File: config.mk
export PLATFORM = sky130hd
export DESIGN_NAME = amp_switch_matrix_control
export DESIGN_NICKNAME = d
export VERILOG_FILES = /design/src/logic/amp_switch_pkg.sv /design/src/logic/amp_one_switch_decode.sv /design/src/logic/amp_two_switch_decode.sv /design/src/logic/amp_switch_matrix_control.sv
export VERILOG_INCLUDE_DIRS = /design/src /design/src/logic
export SDC_FILE = /design/constraint.sdc
export NUM_CORES = 1
export LEC_CHECK = 0
export BUFFER_PORTS_ARGS = -buffer_cell sky130_fd_sc_hd__buf_4
export CAP_MARGIN = 10
export CORE_ASPECT_RATIO = 1.25
export CORE_MARGIN = 1.5
export CORE_UTILIZATION = 51
export DETAILED_ROUTE_END_ITERATION = 10
export PLACE_DENSITY = 0.83
export SLEW_MARGIN = 20
export SYNTH_ARGS = -nofsm -noshare
export SYNTH_HDL_FRONTEND = slang
export SYNTH_SLANG_ARGS = --single-unit
export TNS_END_PERCENT = 10
File: constraint.sdc
create_clock -name clk_i -period 4.45 [get_ports clk_i]
set_input_delay 0.2225 -clock clk_i [delete_from_list [all_inputs] [get_ports clk_i]]
set_output_delay 0.2225 -clock clk_i [all_outputs]
set_load 0.02 [all_outputs]
File: src/logic/amp_switch_regs.svh
// register offsets, reset values, field positions and codes of the amplifier switch block
//
// Contract
// gain bit 7 feeds amp one into inverting input
// gain bit 6 feeds amp one into non-inverting
// gain bits 5 and 4 read as zero
// gain bit 3 enables programmable gain
// gain code 000 is one, else eight times code
// comparator feed switch follows its control bit
// amp one pin select forces reference select off
// amp one disabled opens its feedback switch
// amp one pin and reference switches follow bits
// pin on, neg off, feedback on: buffer
// amp one pin sharing follows enable and selects
// gain enable closes both gain network switches
// amp two disabled opens gain and feedback switches
// amp two pos pin beats feed beats references
// amp two neg pin opens amp one inverting feed
// amp two switches follow their own control bits
// amp two pin sharing follows enable, selects, gain
// gain plus neg pin bypasses input resistor
// reference select: none, high, mid, low
// each amplifier has master enable bit
// amp two self feedback bit closes feedback path
// switch enables follow current register values directly; here they are flopped and follow one clock later
`ifndef AMP_SWITCH_REGS_SVH
`define AMP_SWITCH_REGS_SVH

// byte offsets on the register bus
`define AMP_ONE_CTRL_OFS 8'h00
`define AMP_ONE_STAT_OFS 8'h04
`define AMP_TWO_CTRL_OFS 8'h08
`define AMP_TWO_STAT_OFS 8'h0c
`define AMP_TWO_GAIN_OFS 8'h10
`define SWITCH_STAT_OFS 8'h14

// reset values
`define AMP_CTRL_RESET 8'h0c
`define AMP_TWO_GAIN_RESET 8'h00

// writable bits of the gain and cross-link register
`define AMP_TWO_GAIN_WMASK 8'hcf

// bit position of the amplifier output in its status register
`define AMP_OUT_BIT 7

// reference select codes
`define REF_NONE 2'h0
`define REF_HIGH 2'h1
`define REF_MID 2'h2
`define REF_LOW 2'h3

// gain decode: code 0 gives unity, others step by this factor
`define GAIN_STEP 6'h08
`define GAIN_UNITY 6'h01

`endif

File: src/logic/amp_switch_pkg.sv
// types shared by the amplifier switch matrix control
package amp_switch_pkg;

    // per amplifier control byte, laid out as stored
    typedef struct packed {
        logic comp_feed;
        logic self_feedback_en;
        logic [1:0] reference_sel;
        logic pos_pin_sel;
        logic neg_pin_sel;
        logic out_en;
        logic enable;
    } amp_ctrl_type;

    // gain and cross-link byte
    typedef struct packed {
        logic amp1_to_amp2_inv_en;
        logic amp1_to_amp2_noninv_en;
        logic [1:0] unused;
        logic prog_gain_enable;
        logic [2:0] prog_gain_code;
    } gain_reg_type;

    // reference switches: high, mid, low
    typedef struct packed {
        logic high;
        logic mid;
        logic low;
    } ref_switch_type;

    typedef struct packed {
        logic comparator_feed;
        logic feedback;
        logic pos_pin;
        logic neg_pin;
        ref_switch_type reference;
    } amp_one_switch_type;

    typedef struct packed {
        logic gain_a;
        logic gain_b;
        logic feedback;
        logic pos_pin;
        logic neg_pin;
        logic from_amp1_inv;
        logic from_amp1_noninv;
        ref_switch_type reference;
    } amp_two_switch_type;

    // pins taken from general io
    typedef struct packed {
        logic out_pin;
        logic neg_pin;
        logic pos_pin;
    } pin_claim_type;

    // reference code to switch set, shared by both amplifiers
    function automatic ref_switch_type ref_decode(input logic [1:0] sel);
        ref_decode.high = (sel == 2'h1);
        ref_decode.mid = (sel == 2'h2);
        ref_decode.low = (sel == 2'h3);
    endfunction

endpackage

File: src/logic/amp_one_switch_decode.sv
// switch and pin decode for the first amplifier
`timescale 1ns/1ns
module amp_one_switch_decode
(
    // control byte
    input wire amp_switch_pkg::amp_ctrl_type ctrl_i,
    // switch and pin results
    output amp_switch_pkg::amp_one_switch_type sw_o,
    output amp_switch_pkg::pin_claim_type pins_o
);

    logic [1:0] ref_eff;

    // pin select wins over the internal reference
    assign ref_eff = ctrl_i.pos_pin_sel ? 2'h0 : ctrl_i.reference_sel;

    // switch enables are pure functions of the control byte
    always_comb
    begin
        sw_o.comparator_feed = ctrl_i.comp_feed;
        sw_o.feedback = ctrl_i.self_feedback_en & ctrl_i.enable;
        sw_o.pos_pin = ctrl_i.pos_pin_sel;
        sw_o.neg_pin = ctrl_i.neg_pin_sel;
        sw_o.reference = amp_switch_pkg::ref_decode(ref_eff);
    end

    // pin sharing: nothing is taken while disabled
    always_comb
    begin
        pins_o.out_pin = ctrl_i.enable;
        pins_o.pos_pin = ctrl_i.enable & ctrl_i.pos_pin_sel;
        pins_o.neg_pin = ctrl_i.enable & ctrl_i.neg_pin_sel;
    end

endmodule // amp_one_switch_decode

File: src/logic/amp_two_switch_decode.sv
// switch and pin decode for the second amplifier
`timescale 1ns/1ns
module amp_two_switch_decode
(
    // control bytes
    input wire amp_switch_pkg::amp_ctrl_type ctrl_i,
    input wire amp_switch_pkg::gain_reg_type gain_i,
    // switch and pin results
    output amp_switch_pkg::amp_two_switch_type sw_o,
    output amp_switch_pkg::pin_claim_type pins_o,
    output logic bypass_o
);

    logic gain_on;
    logic feed_noninv;
    logic [1:0] ref_eff;

    assign gain_on = gain_i.prog_gain_enable & ctrl_i.enable;
    // priority on the non-inverting input: pin, then amp one feed, then references
    assign feed_noninv = gain_i.amp1_to_amp2_noninv_en & ~ctrl_i.pos_pin_sel;
    assign ref_eff = (ctrl_i.pos_pin_sel | gain_i.amp1_to_amp2_noninv_en) ? 2'h0 : ctrl_i.reference_sel;

    always_comb
    begin
        sw_o.gain_a = gain_on;
        sw_o.gain_b = gain_on;
        sw_o.feedback = ctrl_i.self_feedback_en & ctrl_i.enable;
        sw_o.pos_pin = ctrl_i.pos_pin_sel;
        sw_o.neg_pin = ctrl_i.neg_pin_sel;
        sw_o.from_amp1_inv = gain_i.amp1_to_amp2_inv_en & ~ctrl_i.neg_pin_sel;
        sw_o.from_amp1_noninv = feed_noninv;
        sw_o.reference = amp_switch_pkg::ref_decode(ref_eff);
    end

    // pin sharing; gain network also needs the negative pin
    always_comb
    begin
        pins_o.out_pin = ctrl_i.enable;
        pins_o.pos_pin = ctrl_i.enable & ctrl_i.pos_pin_sel;
        pins_o.neg_pin = ctrl_i.enable & (ctrl_i.neg_pin_sel | gain_i.prog_gain_enable);
        bypass_o = gain_on & ctrl_i.neg_pin_sel;
    end

endmodule // amp_two_switch_decode

File: src/logic/amp_switch_matrix_control.sv
// wishbone register file and registered switch outputs for the two amplifiers
//
// The Wishbone slave port and the register addresses were chosen for this implementation.
`timescale 1ns/1ns
`include "amp_switch_regs.svh"
module amp_switch_matrix_control
#(
    parameter int SYNC_STAGES = 3
)
(
    // clock and reset
    input wire logic clk_i,
    input wire logic rst_i,
    // wishbone slave
    input wire logic wb_cyc_i,
    input wire logic wb_stb_i,
    input wire logic wb_we_i,
    input wire logic [7:0] wb_adr_i,
    input wire logic [3:0] wb_sel_i,
    input wire logic [31:0] wb_dat_i,
    output logic [31:0] wb_dat_o,
    output logic wb_ack_o,
    // analog amplifier outputs, asynchronous
    input wire logic amp1_out_i,
    input wire logic amp2_out_i,
    // switch enables
    output amp_switch_pkg::amp_one_switch_type amp1_sw_o,
    output amp_switch_pkg::amp_two_switch_type amp2_sw_o,
    output logic amp2_gain_bypass_o,
    output logic [5:0] prog_gain_value_o,
    // pins taken from general io
    output amp_switch_pkg::pin_claim_type amp1_pins_o,
    output amp_switch_pkg::pin_claim_type amp2_pins_o
);

    // gain value: unity for code zero, else step times code
    // code zero means unity rather than zero; the product fits six bits up to code seven
    function automatic logic [5:0] gain_value(input logic [2:0] code);
        logic [5:0] prod;
        prod = 6'({3'h0, code} * `GAIN_STEP);
        gain_value = (code == 3'h0) ? `GAIN_UNITY : prod;
    endfunction

    // merge a byte lane into a stored byte
    // only the low lane has a register behind it; upper lanes are ignored
    function automatic logic [7:0] lane_write(input logic [7:0] old, input logic [7:0] data, input logic sel);
        lane_write = sel ? data : old;
    endfunction

    // ---------------- bus handshake ----------------
    logic req;
    logic wr_hit;
    logic ack_d;
    logic ack_q;
    logic [31:0] rdata_d;
    logic [31:0] rdata_q;

    // a request is answered one cycle after it is seen, ack drops the cycle after
    // holding stb through ack starts no second access until ack has fallen
    assign req = wb_cyc_i & wb_stb_i & ~ack_q;
    // a write with the low lane off is acknowledged but changes nothing
    assign wr_hit = req & wb_we_i & wb_sel_i[0];

    // ---------------- control registers ----------------
    amp_switch_pkg::amp_ctrl_type amp1_ctrl_d;
    amp_switch_pkg::amp_ctrl_type amp1_ctrl_q;
    amp_switch_pkg::amp_ctrl_type amp2_ctrl_d;
    amp_switch_pkg::amp_ctrl_type amp2_ctrl_q;
    amp_switch_pkg::gain_reg_type gain_d;
    amp_switch_pkg::gain_reg_type gain_q;

    // next values of the software registers
    // a write lands on the edge that takes the request, the same edge that raises ack
    always_comb
    begin
        amp1_ctrl_d = amp1_ctrl_q;
        amp2_ctrl_d = amp2_ctrl_q;
        gain_d = gain_q;
        if (wr_hit)
        begin
            unique case (wb_adr_i)
                `AMP_ONE_CTRL_OFS:
                begin
                    amp1_ctrl_d = lane_write(amp1_ctrl_q, wb_dat_i[7:0], 1'b1);
                end
                `AMP_TWO_CTRL_OFS:
                begin
                    amp2_ctrl_d = lane_write(amp2_ctrl_q, wb_dat_i[7:0], 1'b1);
                end
                `AMP_TWO_GAIN_OFS:
                begin
                    // unimplemented bits are never stored
                    gain_d = wb_dat_i[7:0] & `AMP_TWO_GAIN_WMASK;
                end
                default:
                begin
                    // unmapped and read-only places ignore writes
                    gain_d = gain_q;
                end
            endcase
        end
    end

    always_ff @(posedge clk_i)
    begin
        if (rst_i)
        begin
            // power-on: both pin selects set, amplifier off, gain byte clear
            amp1_ctrl_q <= `AMP_CTRL_RESET;
            amp2_ctrl_q <= `AMP_CTRL_RESET;
            gain_q <= `AMP_TWO_GAIN_RESET;
        end
        else
        begin
            amp1_ctrl_q <= amp1_ctrl_d;
            amp2_ctrl_q <= amp2_ctrl_d;
            gain_q <= gain_d;
        end
    end

    // ---------------- amplifier output synchronisers ----------------
    // three stages; a change counts only once the last two agree
    logic [SYNC_STAGES-1:0] amp1_sync_d;
    logic [SYNC_STAGES-1:0] amp1_sync_q;
    logic [SYNC_STAGES-1:0] amp2_sync_d;
    logic [SYNC_STAGES-1:0] amp2_sync_q;
    logic amp1_level_d;
    logic amp1_level_q;
    logic amp2_level_d;
    logic amp2_level_q;

    always_comb
    begin
        // the first stage feeds only the second; nothing else reads it
        amp1_sync_d = {amp1_sync_q[SYNC_STAGES-2:0], amp1_out_i};
        amp2_sync_d = {amp2_sync_q[SYNC_STAGES-2:0], amp2_out_i};
        amp1_level_d = amp1_level_q;
        amp2_level_d = amp2_level_q;
        // only the last two stages are compared, never the first
        if (amp1_sync_q[SYNC_STAGES-1] == amp1_sync_q[SYNC_STAGES-2])
        begin
            amp1_level_d = amp1_sync_q[SYNC_STAGES-1];
        end
        if (amp2_sync_q[SYNC_STAGES-1] == amp2_sync_q[SYNC_STAGES-2])
        begin
            amp2_level_d = amp2_sync_q[SYNC_STAGES-1];
        end
    end

    always_ff @(posedge clk_i)
    begin
        if (rst_i)
        begin
            // reset level matches an idle low output, so no false change follows
            amp1_sync_q <= '0;
            amp2_sync_q <= '0;
            amp1_level_q <= 1'b0;
            amp2_level_q <= 1'b0;
        end
        else
        begin
            amp1_sync_q <= amp1_sync_d;
            amp2_sync_q <= amp2_sync_d;
            amp1_level_q <= amp1_level_d;
            amp2_level_q <= amp2_level_d;
        end
    end

    // ---------------- switch decode ----------------
    // the decoders are pure logic; every forced override is applied there
    amp_switch_pkg::amp_one_switch_type amp1_sw;
    amp_switch_pkg::amp_two_switch_type amp2_sw;
    amp_switch_pkg::pin_claim_type amp1_pins;
    amp_switch_pkg::pin_claim_type amp2_pins;
    logic amp2_bypass;

    amp_one_switch_decode u_amp_one
    (
        .ctrl_i (amp1_ctrl_q),
        .sw_o (amp1_sw),
        .pins_o (amp1_pins)
    );

    amp_two_switch_decode u_amp_two
    (
        .ctrl_i (amp2_ctrl_q),
        .gain_i (gain_q),
        .sw_o (amp2_sw),
        .pins_o (amp2_pins),
        .bypass_o (amp2_bypass)
    );

    // ---------------- output registers ----------------
    // outputs are flopped for clean drive; they trail the register by one cycle
    // limitation: a switch follows its control bit one clock late, not at once
    amp_switch_pkg::amp_one_switch_type amp1_sw_d;
    amp_switch_pkg::amp_one_switch_type amp1_sw_q;
    amp_switch_pkg::amp_two_switch_type amp2_sw_d;
    amp_switch_pkg::amp_two_switch_type amp2_sw_q;
    amp_switch_pkg::pin_claim_type amp1_pins_d;
    amp_switch_pkg::pin_claim_type amp1_pins_q;
    amp_switch_pkg::pin_claim_type amp2_pins_d;
    amp_switch_pkg::pin_claim_type amp2_pins_q;
    logic bypass_d;
    logic bypass_q;
    logic [5:0] gain_val_d;
    logic [5:0] gain_val_q;

    always_comb
    begin
        amp1_sw_d = amp1_sw;
        amp2_sw_d = amp2_sw;
        amp1_pins_d = amp1_pins;
        amp2_pins_d = amp2_pins;
        bypass_d = amp2_bypass;
        gain_val_d = gain_value(gain_q.prog_gain_code);
    end

    always_ff @(posedge clk_i)
    begin
        if (rst_i)
        begin
            // in reset every switch is open and no pin is claimed
            amp1_sw_q <= '0;
            amp2_sw_q <= '0;
            amp1_pins_q <= '0;
            amp2_pins_q <= '0;
            bypass_q <= 1'b0;
            gain_val_q <= `GAIN_UNITY;
        end
        else
        begin
            amp1_sw_q <= amp1_sw_d;
            amp2_sw_q <= amp2_sw_d;
            amp1_pins_q <= amp1_pins_d;
            amp2_pins_q <= amp2_pins_d;
            bypass_q <= bypass_d;
            gain_val_q <= gain_val_d;
        end
    end

    // ---------------- switch status word ----------------
    // packed once here so the read mux stays a plain selection
    logic [31:0] sw_status;

    always_comb
    begin
        sw_status = 32'h0000_0000;
        sw_status[6:0] = amp1_sw_q;
        sw_status[17:8] = amp2_sw_q;
        sw_status[18] = bypass_q;
        sw_status[21:19] = amp1_pins_q;
        sw_status[24:22] = amp2_pins_q;
        sw_status[30:25] = gain_val_q;
    end

    // ---------------- acknowledge ----------------
    // one pulse per request; a held strobe waits for ack to fall
    always_comb
    begin
        ack_d = req;
    end

    always_ff @(posedge clk_i)
    begin
        if (rst_i)
        begin
            ack_q <= 1'b0;
        end
        else
        begin
            ack_q <= ack_d;
        end
    end

    // ---------------- read data ----------------
    // read data stands only in the cycle in which ack is high
    always_comb
    begin
        // zero outside reads keeps the data bus quiet between accesses
        rdata_d = 32'h0000_0000;
        if (req & ~wb_we_i)
        begin
            unique case (wb_adr_i)
                `AMP_ONE_CTRL_OFS:
                begin
                    // stored select reads back as written; forcing acts on switches only
                    rdata_d[7:0] = amp1_ctrl_q;
                end
                `AMP_ONE_STAT_OFS:
                begin
                    // status carries only the settled amplifier output
                    rdata_d[`AMP_OUT_BIT] = amp1_level_q;
                end
                `AMP_TWO_CTRL_OFS:
                begin
                    rdata_d[7:0] = amp2_ctrl_q;
                end
                `AMP_TWO_STAT_OFS:
                begin
                    rdata_d[`AMP_OUT_BIT] = amp2_level_q;
                end
                `AMP_TWO_GAIN_OFS:
                begin
                    rdata_d[7:0] = gain_q & `AMP_TWO_GAIN_WMASK;
                end
                `SWITCH_STAT_OFS:
                begin
                    // live switch state as it stands on the outputs
                    rdata_d = sw_status;
                end
                default:
                begin
                    // unmapped addresses answer with zero
                    rdata_d = 32'h0000_0000;
                end
            endcase
        end
    end

    always_ff @(posedge clk_i)
    begin
        if (rst_i)
        begin
            rdata_q <= 32'h0000_0000;
        end
        else
        begin
            rdata_q <= rdata_d;
        end
    end

    // every output comes straight from a flip-flop
    assign wb_ack_o = ack_q;
    assign wb_dat_o = rdata_q;
    assign amp1_sw_o = amp1_sw_q;
    assign amp2_sw_o = amp2_sw_q;
    assign amp1_pins_o = amp1_pins_q;
    assign amp2_pins_o = amp2_pins_q;
    assign amp2_gain_bypass_o = bypass_q;
    assign prog_gain_value_o = gain_val_q;

endmodule // amp_switch_matrix_control

==> flow_summary.toml, run 1 <==
[run_status]
run_status = "completed"

[grt]
grt_max_degree = 49
first_global_vias = 1975
globalRouteOverflowTotal = 0
grt_first_pass_wirelength_mm = 9.032
grt_antenna_before_repair = 0
grt_usage_pct = 18.96

[pwr]
seq_power_share_pct = 54.6
net_sw_share_pct = 20.41
net-switching-power_w = 0.0002899
p_clk_share_pct = 41.6
worst_ir_drop_vdd_mv = 0.1841
comb_power_share_pct = 3.8
cellInternalPower_w = 0.001131
total_leakage_power_nw = 1.648
p_per_area_nw_per_um2 = 372.9

[detailed_routing]
detailedRoute.firstIterationViolations = 38
drt_drc_violations_left = 0
final_antenna_net_count = 0
via_per_inst = 5.074
dr_total_vias = 2126
route.detailed.wl_per_inst_um = 13.51
wl_mm = 5.661
drt_pass1_iterations = 4

[setup_path]
kind_of_end_point_of_the_critical_path = "flip-flop"
setup.worst_path.class = "flip-flop to flip-flop"
worstPathMaxFanout = 20
crit_path_launch_type = "flip-flop"
cp.required_ns = 4.74
cp_data_arrival_time_ns = 2.22

[logic_synthesis]
ys_seq_area_share_pct = 58.16
yosys.area_share.xor_xnor_pct = 0
async_flop_share_pct = 0
synthMuxAreaShare_pct = 11.75
compound_gate_portion_of_the_synthesized_area_pct = 3.550
total_standard_cell_area_after_synthesis_um2 = 2960
synthSimpleGateAreaFrac_pct = 22.44
ys_warn_count = 0
synth-seq-cells = 86
distinct_cell_type_count_after_synthesis = 30
syn_inst = 270
syn-mean-instance-area_um2 = 10.96
yosys.area_share.adder_pct = 0
synth_top_family_by_area = "simple AND/OR/NAND/NOR gates"
synthFlopType = "sky130_fd_sc_hd__dfxtp_1"
synth_edf_count = 0

[clock_network]
clkSlewWorstSetupHoldPaths_ns = 0.08
cts_max_path_buffers = 2
clk-insertion-delay-late_ns = 0.34
tritoncts_num_sinks = 86
post_cts_buffers = 0
tritoncts_buffers = 9
cts_max_level = 3
cts_hold_buffers = 0
tritoncts = "yes"
root_buffer = "sky130_fd_sc_hd__clkbuf_8"
cts_repair_resize_count = 0

[sta]
fin_crit_sh_pct = 43.38
max_freq_mhz = 518.0
grt_setup_unrepaired = "false"
worst-slew-pin-transition_ns = 0.8490
report.final.slew_viol_count = 0
skew_ns = 0.006737
setup-violations-final = 0
hold_fails_final_rpt = 0
finalCriticalPeriod_ns = 1.931
setup_total_negative_slack_ns = 0
setup_slack_ns = 2.519
slew_headroom_pct = 42.97

[floorplan]
dieHeight_um = 88.18
top_level_ports = 114
start_util_pct = 53.65
floorplan.core_area_um2 = 5518
die_width_um = 71.15
dieArea_um2 = 6274
placement_rows = 30

[placed_design]
numPortBuffers = 81
gpl.final_weighted_congestion = 0.8643
placement.setup.worst_slack_ns = 2.337
post_dp_hpwl_mm = 4.021

[layout]
flow.area_growth_from_synthesis_pct = 28.70
n_antenna_cell = 0
design.final.nets = 401
layout-drive-gt1-share_pct = 33.52

[run]
maxCapViolations = 0

[min_path]
min_path_type = "input pin to flip-flop"
## metrics by stage
step	area [um2]	hold slack [ns]	instances	utilization [%]	power (W)
final	3810	0.09243	419	69.05	0.001421
after global routing	3810	0.08303	419	69.05	0.001476
after CTS	3810	0.07563	419	69.05	0.001434
after detailed placement	3586	0.4287	403	64.99	0.0008480
after global placement	3586	0.4227	403	64.99	0.0008469
after floorplan	2975	0.3507	274	-	0.0008254
## cell families after synthesis
kind of cell / Yosys count
AND/OR/NAND/NOR: 111
flip-flops: 86
multiplexers: 33
buffers and inverters: 22
AO/OA/AOI/OAI: 17
other: 1
## worst paths after layout
check	from	to	slack (ns)	cells after the start
setup / recovery	wb_ack_o	wb_dat_o[22]	2.52	5
hold / removal	amp1_out_i	amp1_sync_q[0]	0.09	2
setup reg to reg	wb_ack_o	wb_dat_o[22]	2.52	5
hold reg to reg	amp2_sync_q[0]	amp2_sync_q[1]	0.45	1
## synthesized netlist by cell type (3+ instances only)
cell type | n | area, um2
sky130_fd_sc_hd__nand2b_1 | 9 | 56.30
sky130_fd_sc_hd__and3_1 | 4 | 25.02
sky130_fd_sc_hd__nor2_1 | 25 | 93.84
sky130_fd_sc_hd__clkbuf_1 | 10 | 37.54
sky130_fd_sc_hd__a21oi_1 | 3 | 15.01
sky130_fd_sc_hd__mux2i_1 | 19 | 190.2
sky130_fd_sc_hd__nand2_1 | 7 | 26.28
sky130_fd_sc_hd__buf_4 | 7 | 52.55
sky130_fd_sc_hd__a22oi_1 | 5 | 37.54
sky130_fd_sc_hd__and2_1 | 27 | 168.9
sky130_fd_sc_hd__nor3_1 | 3 | 15.01
sky130_fd_sc_hd__o21ai_0 | 7 | 35.03
sky130_fd_sc_hd__inv_1 | 3 | 11.26
sky130_fd_sc_hd__nor2b_1 | 18 | 112.6
sky130_fd_sc_hd__dfxtp_1 | 86 | 1722
sky130_fd_sc_hd__mux2_2 | 14 | 157.7
sky130_fd_sc_hd__nand4b_1 | 3 | 26.28
sky130_fd_sc_hd__nor3b_1 | 3 | 22.52
## worst max-delay path, cell delays in order (launching register included)
cell and delay (ns):
sky130_fd_sc_hd__dfxtp_1 0.32, sky130_fd_sc_hd__nand3b_1 0.30, sky130_fd_sc_hd__or3_1 0.57, sky130_fd_sc_hd__nor4_2 0.29, sky130_fd_sc_hd__buf_4 0.24, sky130_fd_sc_hd__and2_1 0.14
## cells in the final DEF, fill, tap and decap left out, types with 3 or more instances in the layout
| cell | n |
|---|---|
| sky130_fd_sc_hd__a21oi_1 | 3 |
| sky130_fd_sc_hd__a22oi_1 | 5 |
| sky130_fd_sc_hd__and2_1 | 27 |
| sky130_fd_sc_hd__and3_1 | 4 |
| sky130_fd_sc_hd__buf_4 | 84 |
| sky130_fd_sc_hd__clkbuf_8 | 10 |
| sky130_fd_sc_hd__conb_1 | 5 |
| sky130_fd_sc_hd__dfxtp_1 | 86 |
| sky130_fd_sc_hd__inv_1 | 3 |
| sky130_fd_sc_hd__mux2_2 | 14 |
| sky130_fd_sc_hd__mux2i_1 | 19 |
| sky130_fd_sc_hd__nand2_1 | 7 |
| sky130_fd_sc_hd__nand2b_1 | 9 |
| sky130_fd_sc_hd__nand4b_1 | 3 |
| sky130_fd_sc_hd__nor2_1 | 25 |
| sky130_fd_sc_hd__nor2b_1 | 18 |
| sky130_fd_sc_hd__nor3_1 | 3 |
| sky130_fd_sc_hd__nor3b_1 | 3 |
| sky130_fd_sc_hd__o21ai_0 | 7 |
## state kept, by name, indices dropped and copies added, names as in the netlist
| name | flops |
|---|---|
| amp2_ctrl_q | 8 |
| amp1_sync_q | 3 |
| amp2_pins_o | 3 |
| prog_gain_value_o | 4 |
| amp2_level_q | 1 |
| amp2_sync_q | 3 |
| gain_q | 6 |
| amp1_ctrl_q | 8 |
| wb_dat_o | 28 |
| amp1_sw_o | 7 |
| amp1_pins_o | 3 |
| amp2_sw_o | 9 |
| amp1_level_q | 1 |
| wb_ack_o | 1 |
| amp2_gain_bypass_o | 1 |
## power by group through the flow
stage / Sequential [W] / Clock [W] / Combinational, W
2_1_floorplan: 0.000796 / 0 / 0.0000294
3_3_place_gp: 0.000793 / 0 / 0.0000534
3_5_place_dp: 0.000794 / 0 / 0.0000544
4_1_cts: 0.000775 / 0.000604 / 0.0000547
5_1_grt: 0.000776 / 0.000641 / 0.0000589
6_report: 0.000775 / 0.000591 / 0.0000545
## layout make-up
class                   instances  area (um2)
fillers                       434        1708
multi-input cells             166        1142
clock inverters                 5       82.58
inverters                       3       11.26
well taps                      64       80.08
clock buffers                  11       141.4
flip-flops and latches         86        1722
repair buffers                 84       630.6
## per-layer routing
metal / wire, um / global-route usage, % / vias to the layer above / share of wire (%)
met2: 2838 / 31.73 / 82 / 50
met4: 219 / 13.89 / 0 / 3.9
met5: 0 / 0 / - / 0
li1: - / - / 1048 / -
met1: 2332 / 21.75 / 978 / 41
met3: 271 / 3.222 / 18 / 4.8
Power figures use the tool's default switching activity.
==> inputs of run 2 (changes only) <==
- ABC_AREA: unset -> 1
- CORE_UTILIZATION: 51 -> 49
- PLACE_DENSITY: 0.83 -> 0.79
- clock period: 4.45 -> 1.89 ns (I/O delays scaled with it)
==> run 2 against run 1 <==
  * Flip-flop and latch count unchanged
  * Highest routed layer unchanged
  * Worst setup slack worse by 2.1 ns
  * Synthesized area up 8.2%
  * Count of clock-buffer cells in the layout down 2
  * Critical endpoint is now wb_dat_o[18]
  * Wire length up 23%
  * Largest cell class unchanged
  * Critical path type unchanged
  * Cell count up 34%
==> flow_summary.toml, run 2 <==
[layout]
filler_cell_count = 549
flip_flop_count_of_the_largest_register_all_copies_and_words_added = 28
layout_common_cells = "sky130_fd_sc_hd__dfxtp_1 (86), sky130_fd_sc_hd__buf_4 (83), sky130_fd_sc_hd__nand2_1 (62)"
layout-drive-gt1-share_pct = 29.14
seq_area_um2 = 1722
flow.area_growth_from_synthesis_pct = 27.92
design.final.nets = 523
most_common_library_cell_in_the_layout_ignoring_fill_and_taps = "sky130_fd_sc_hd__dfxtp_1"
core_util_final_pct = 65.63
n_antenna_cell = 0
multi_input_comb_area_um2 = 1170

[pwr]
total_leakage_power_nw = 1.790
worst_ir_drop_vdd_mv = 0.4464
p_total_w = 0.003541
p_per_area_nw_per_um2 = 864.0

[detailed_routing]
route.detailed.wl_per_inst_um = 12.43
dr_total_vias = 2744
drt_pass1_iterations = 4
via_per_inst = 4.883
drt_drc_violations_left = 0
detailedRoute.firstIterationViolations = 133
wl_mm = 6.984
final_antenna_net_count = 0

[setup_path]
cp-startpoint = "wb_ack_o"
kind_of_end_point_of_the_critical_path = "flip-flop"
cp.required_ns = 2.18
crit_path_launch_type = "flip-flop"
setup.reg_to_reg.worst_slack_ns = 0.46
setup.worst_path.class = "flip-flop to flip-flop"
worstPathMaxFanout = 20
cp_data_arrival_time_ns = 1.72
worst_r2r_startpoint = "wb_ack_o"

[clock_network]
tritoncts = "yes"
post_cts_buffers = 0
cts_max_path_buffers = 2
clk-insertion-delay-late_ns = 0.36
clkSlewWorstSetupHoldPaths_ns = 0.08
tritoncts_num_sinks = 86
root_buffer = "sky130_fd_sc_hd__clkbuf_8"
tritoncts_buffers = 9
cts_max_level = 3

[logic_synthesis]
synth_edf_count = 0
distinct_cell_type_count_after_synthesis = 24
netlist_top_cells_count = "sky130_fd_sc_hd__dfxtp_1 (86), sky130_fd_sc_hd__nand2_1 (62), sky130_fd_sc_hd__inv_1 (53)"
total_standard_cell_area_after_synthesis_um2 = 3204
ys_seq_area_share_pct = 53.73
syn-mean-instance-area_um2 = 8.237
async_flop_share_pct = 0
synth-seq-cells = 86
yosys_top_cell_area_share_pct = 53.73
synthMostInstantiatedCell = "sky130_fd_sc_hd__dfxtp_1"
ys_top_cells_by_area = "sky130_fd_sc_hd__dfxtp_1 (54%), sky130_fd_sc_hd__nand3_1 (7.3%), sky130_fd_sc_hd__nand2_1 (7.3%)"
ys_warn_count = 0
synthFlopType = "sky130_fd_sc_hd__dfxtp_1"
syn_inst = 389
synth_area_leader_cell = "sky130_fd_sc_hd__dfxtp_1"

[sta]
setup_slack_ns = 0.4619
report.final.slew_viol_count = 0
max_freq_mhz = 700.2
fin_crit_sh_pct = 75.56
finalCriticalPeriod_ns = 1.428
hold_fails_final_rpt = 0
setup-violations-final = 0
setup_total_negative_slack_ns = 0
skew_ns = 0.008415
grt_setup_unrepaired = "false"

[placed_design]
placement.setup.worst_slack_ns = 0.5015
post_dp_hpwl_mm = 5.062
numPortBuffers = 81
gpl.final_weighted_congestion = 0.8399

[min_path]
min_from = "wb_dat_i[3]"
min_path_type = "input pin to flip-flop"

[grt]
grt_first_pass_wirelength_mm = 11.27
grt_max_degree = 48
grt_antenna_before_repair = 0
globalRouteOverflowTotal = 0
grt_usage_pct = 21.30
first_global_vias = 2528

[floorplan]
die_width_um = 75.33
dieArea_um2 = 7037
placement_rows = 32
start_util_pct = 51.30
top_level_ports = 114
floorplan.core_area_um2 = 6246
dieHeight_um = 93.41

[run]
maxCapViolations = 0

[run_status]
run_status = "completed"
## run 2: cell count changes after synthesis, sizes merged, moves of 8 or more
cell	delta
nor2	+48
a21oi	+20
mux2i	-19
nand2b	-9
nand2	+62
inv	+50
mux2	-14
buf	+8
nor2b	-18
and2	-27
nand3	+49
nor3	+8
clkbuf	-9
## run 2: critical path, cell delays in order (launching register included)
cell and delay, ns:
sky130_fd_sc_hd__dfxtp_1 0.32, sky130_fd_sc_hd__nand3b_1 0.25, sky130_fd_sc_hd__nor3_2 0.34, sky130_fd_sc_hd__nand3_2 0.10
sky130_fd_sc_hd__buf_4 0.25, sky130_fd_sc_hd__nor2_2 0.11
## run 2: cells by family (layout without fill, tap and decap cells)
group | count (synthesis) | count (layout) | synth area share, %
simple gates | 204 | 204 | 31.63
flops | 86 | 86 | 53.73
buf+inv | 71 | 155 | 10.23
compound gates | 27 | 27 | 4.295
other cells | 1 | 5 | 0.1170
## run 2: per-stage QoR
stage	cells	hold slack [ns]	instance area, um2
after CTS	562	0.002431	4099
after detailed placement	543	0.3054	3820
after global placement	543	0.2985	3820
final	562	0.01747	4099
after floorplan	393	0.2015	3219
after global routing	562	0.007203	4099
## run 2: path summary, 6_finish.rpt
| path | to | cells past startpoint |
|---|---|---|
| min reg2reg | amp1_sync_q[1] | 2 |
| max reg2reg | wb_dat_o[18] | 5 |
| min | amp2_ctrl_q[3] | 3 |
| max | wb_dat_o[18] | 5 |
## run 2: layout make-up
cell class	instances	area share [%]
sequential	86	42.00
multi-input combinational	236	28.54
timing repair buffer	86	15.93
inverter	53	4.853
clock inverter	7	3.053
clock buffer	9	3.022
tap	85	2.595
## run 2: what timing repair did
| item | CTS | global route |
|---|---|---|
| hold buffers | 3 | 0 |
| resized for setup | 0 | 0 |
| hold endpoints to repair | 4 | 0 |
## run 2: layer usage
metal  up-vias  track usage, %  part of all wire [%]
met5         -               0                     0
li1       1359               -                     -
met1      1242           24.80                    40
met4         0           11.90                   3.0
met3        21           4.095                   6.0
met2       122           35.67                    51
## run 2: power breakdown
group          switching, W  internal (W)
clock network      0.000667      0.000894
registers        0.00000527       0.00182
logic             0.0000962     0.0000587
==> inputs of run 3 (changes only) <==
- clock period: 1.89 -> 1.4 ns (I/O delays scaled with it)
==> run 3 against run 2 <==
  * Worst setup slack worse by 0.42 ns
  * Hold slack worse by 0.0067 ns
  * Combinational power up 55%
  * First-iteration DRC count down 15%
  * Global-route usage down 0.32 points
  * Die area unchanged
  * Cell count up 3.0%
  * Critical path type unchanged
  * Critical endpoint is now gain_q[2]
  * Largest cell class unchanged
  * Highest routed layer unchanged
==> flow_summary.toml, run 3 (same netlist as run 2, synthesis figures left out) <==
[detailed_routing]
via_per_inst = 4.653
drt_pass1_iterations = 4
wl_mm = 6.888
drt_drc_violations_left = 0
route.detailed.wl_per_inst_um = 11.90
detailedRoute.firstIterationViolations = 113
dr_total_vias = 2694
final_antenna_net_count = 0

[min_path]
min_path_type = "input pin to flip-flop"
min_from = "wb_dat_i[0]"

[clock_network]
tritoncts = "yes"
clk-insertion-delay-late_ns = 0.35
root_buffer = "sky130_fd_sc_hd__clkbuf_8"
cts_max_path_buffers = 2
cts_max_level = 3
tritoncts_buffers = 9
tritoncts_num_sinks = 86
clkSlewWorstSetupHoldPaths_ns = 0.09

[sta]
setup_total_negative_slack_ns = 0
skew_ns = 0.008688
report.final.slew_viol_count = 0
setup_slack_ns = 0.04250
hold_fails_final_rpt = 0
grt_setup_unrepaired = "true"
max_freq_mhz = 736.6
setup-violations-final = 0
fin_crit_sh_pct = 96.96
finalCriticalPeriod_ns = 1.358

[run]
maxCapViolations = 0

[setup_path]
worstPathMaxFanout = 8
crit_path_launch_type = "flip-flop"
cp-startpoint = "wb_ack_o"
cp.required_ns = 1.64
worst_r2r_startpoint = "wb_ack_o"
cp_data_arrival_time_ns = 1.60
kind_of_end_point_of_the_critical_path = "flip-flop"
setup.worst_path.class = "flip-flop to flip-flop"

[pwr]
worst_ir_drop_vdd_mv = 0.6320
p_per_area_nw_per_um2 = 1045
total_leakage_power_nw = 1.859

[layout]
flip_flop_count_of_the_largest_register_all_copies_and_words_added = 28
multi_input_comb_area_um2 = 1182
flow.area_growth_from_synthesis_pct = 32.41
seq_area_um2 = 1723
most_common_library_cell_in_the_layout_ignoring_fill_and_taps = "sky130_fd_sc_hd__buf_4"
layout_common_cells = "sky130_fd_sc_hd__buf_4 (88), sky130_fd_sc_hd__dfxtp_1 (85), sky130_fd_sc_hd__nand2_1 (59)"
design.final.nets = 540
n_antenna_cell = 0
layout-drive-gt1-share_pct = 30.97
filler_cell_count = 551

[floorplan]
dieHeight_um = 93.41
floorplan.core_area_um2 = 6246
die_width_um = 75.33
top_level_ports = 114
start_util_pct = 51.30
placement_rows = 32
dieArea_um2 = 7037

[placed_design]
placement.setup.worst_slack_ns = 0.08166
numPortBuffers = 81
post_dp_hpwl_mm = 5.190
gpl.final_weighted_congestion = 0.8317

[grt]
grt_max_degree = 22
grt_usage_pct = 20.98
globalRouteOverflowTotal = 0
grt_first_pass_wirelength_mm = 11.04
grt_antenna_before_repair = 0
first_global_vias = 2443

[run_status]
run_status = "completed"
[run 3: changes by cell type in the layout (fill, tap and decap cells not counted), moves of 2 or more]
cell                            before  now
sky130_fd_sc_hd__clkinv_4            1    3
sky130_fd_sc_hd__buf_4              83   88
sky130_fd_sc_hd__dlygate4sd3_1       3   12
sky130_fd_sc_hd__nand2_1            62   59
sky130_fd_sc_hd__bufinv_16           3    1
sky130_fd_sc_hd__nand2_2             6    9
[run 3: per-stage QoR]
stage	hold WS, ns	std cells	cell area, um2	utilization (%)	power (W)
final	0.01081	579	4243	67.93	0.004434
after global routing	0.01421	579	4243	67.93	0.004608
after CTS	0.0001789	577	4203	67.29	0.004475
after detailed placement	0.2858	549	3877	62.08	0.002730
after global placement	0.2761	549	3877	62.08	0.002726
after floorplan	0.1770	393	3219	-	0.002640
[run 3: timing repair]
action                                 4_1_cts  5_1_grt
setup buffers                                0        2
endpoints found under the hold margin       17        0
setup endpoints to repair                    0       25
hold buffers                                12        0
resized for setup                            0        9
[run 3: final timing paths]
kind                     to  slack, ns  cells after the start
max               gain_q[2]       0.04                      5
min          amp1_ctrl_q[0]       0.01                      3
max reg2reg       gain_q[2]       0.04                      5
min reg2reg  amp2_sync_q[1]       0.41                      2
[run 3: report_power, final]
group          switching (W)  internal [W]
clock               0.000885      0.000845
sequential        0.00000713       0.00246
combinational       0.000135      0.000105
[run 3: worst max-delay path: stages (launching register included)]
cell,delay (ns)
sky130_fd_sc_hd__dfxtp_2,0.33
sky130_fd_sc_hd__nand3b_1,0.24
sky130_fd_sc_hd__nor2_4,0.29
sky130_fd_sc_hd__nand2_1,0.22
sky130_fd_sc_hd__nand2_1,0.11
sky130_fd_sc_hd__a21oi_1,0.06
[run 3: layer usage]
metal	part of all wire, %	wire (um)	up-vias	track usage [%]
li1	-	-	1392	-
met1	39	2660	1187	24.13
met3	5.9	404	15	3.341
met5	0	0	-	0
met4	3.2	221	0	13.69
met2	52	3601	100	34.94
[run 3: cell type report]
type | count | area share (%)
timing repair buffer | 103 | 19.49
inverter | 53 | 4.689
clock buffer | 9 | 2.919
multi-input combinational | 236 | 27.87
clock inverter | 7 | 1.917
tap | 85 | 2.507
sequential | 86 | 40.61
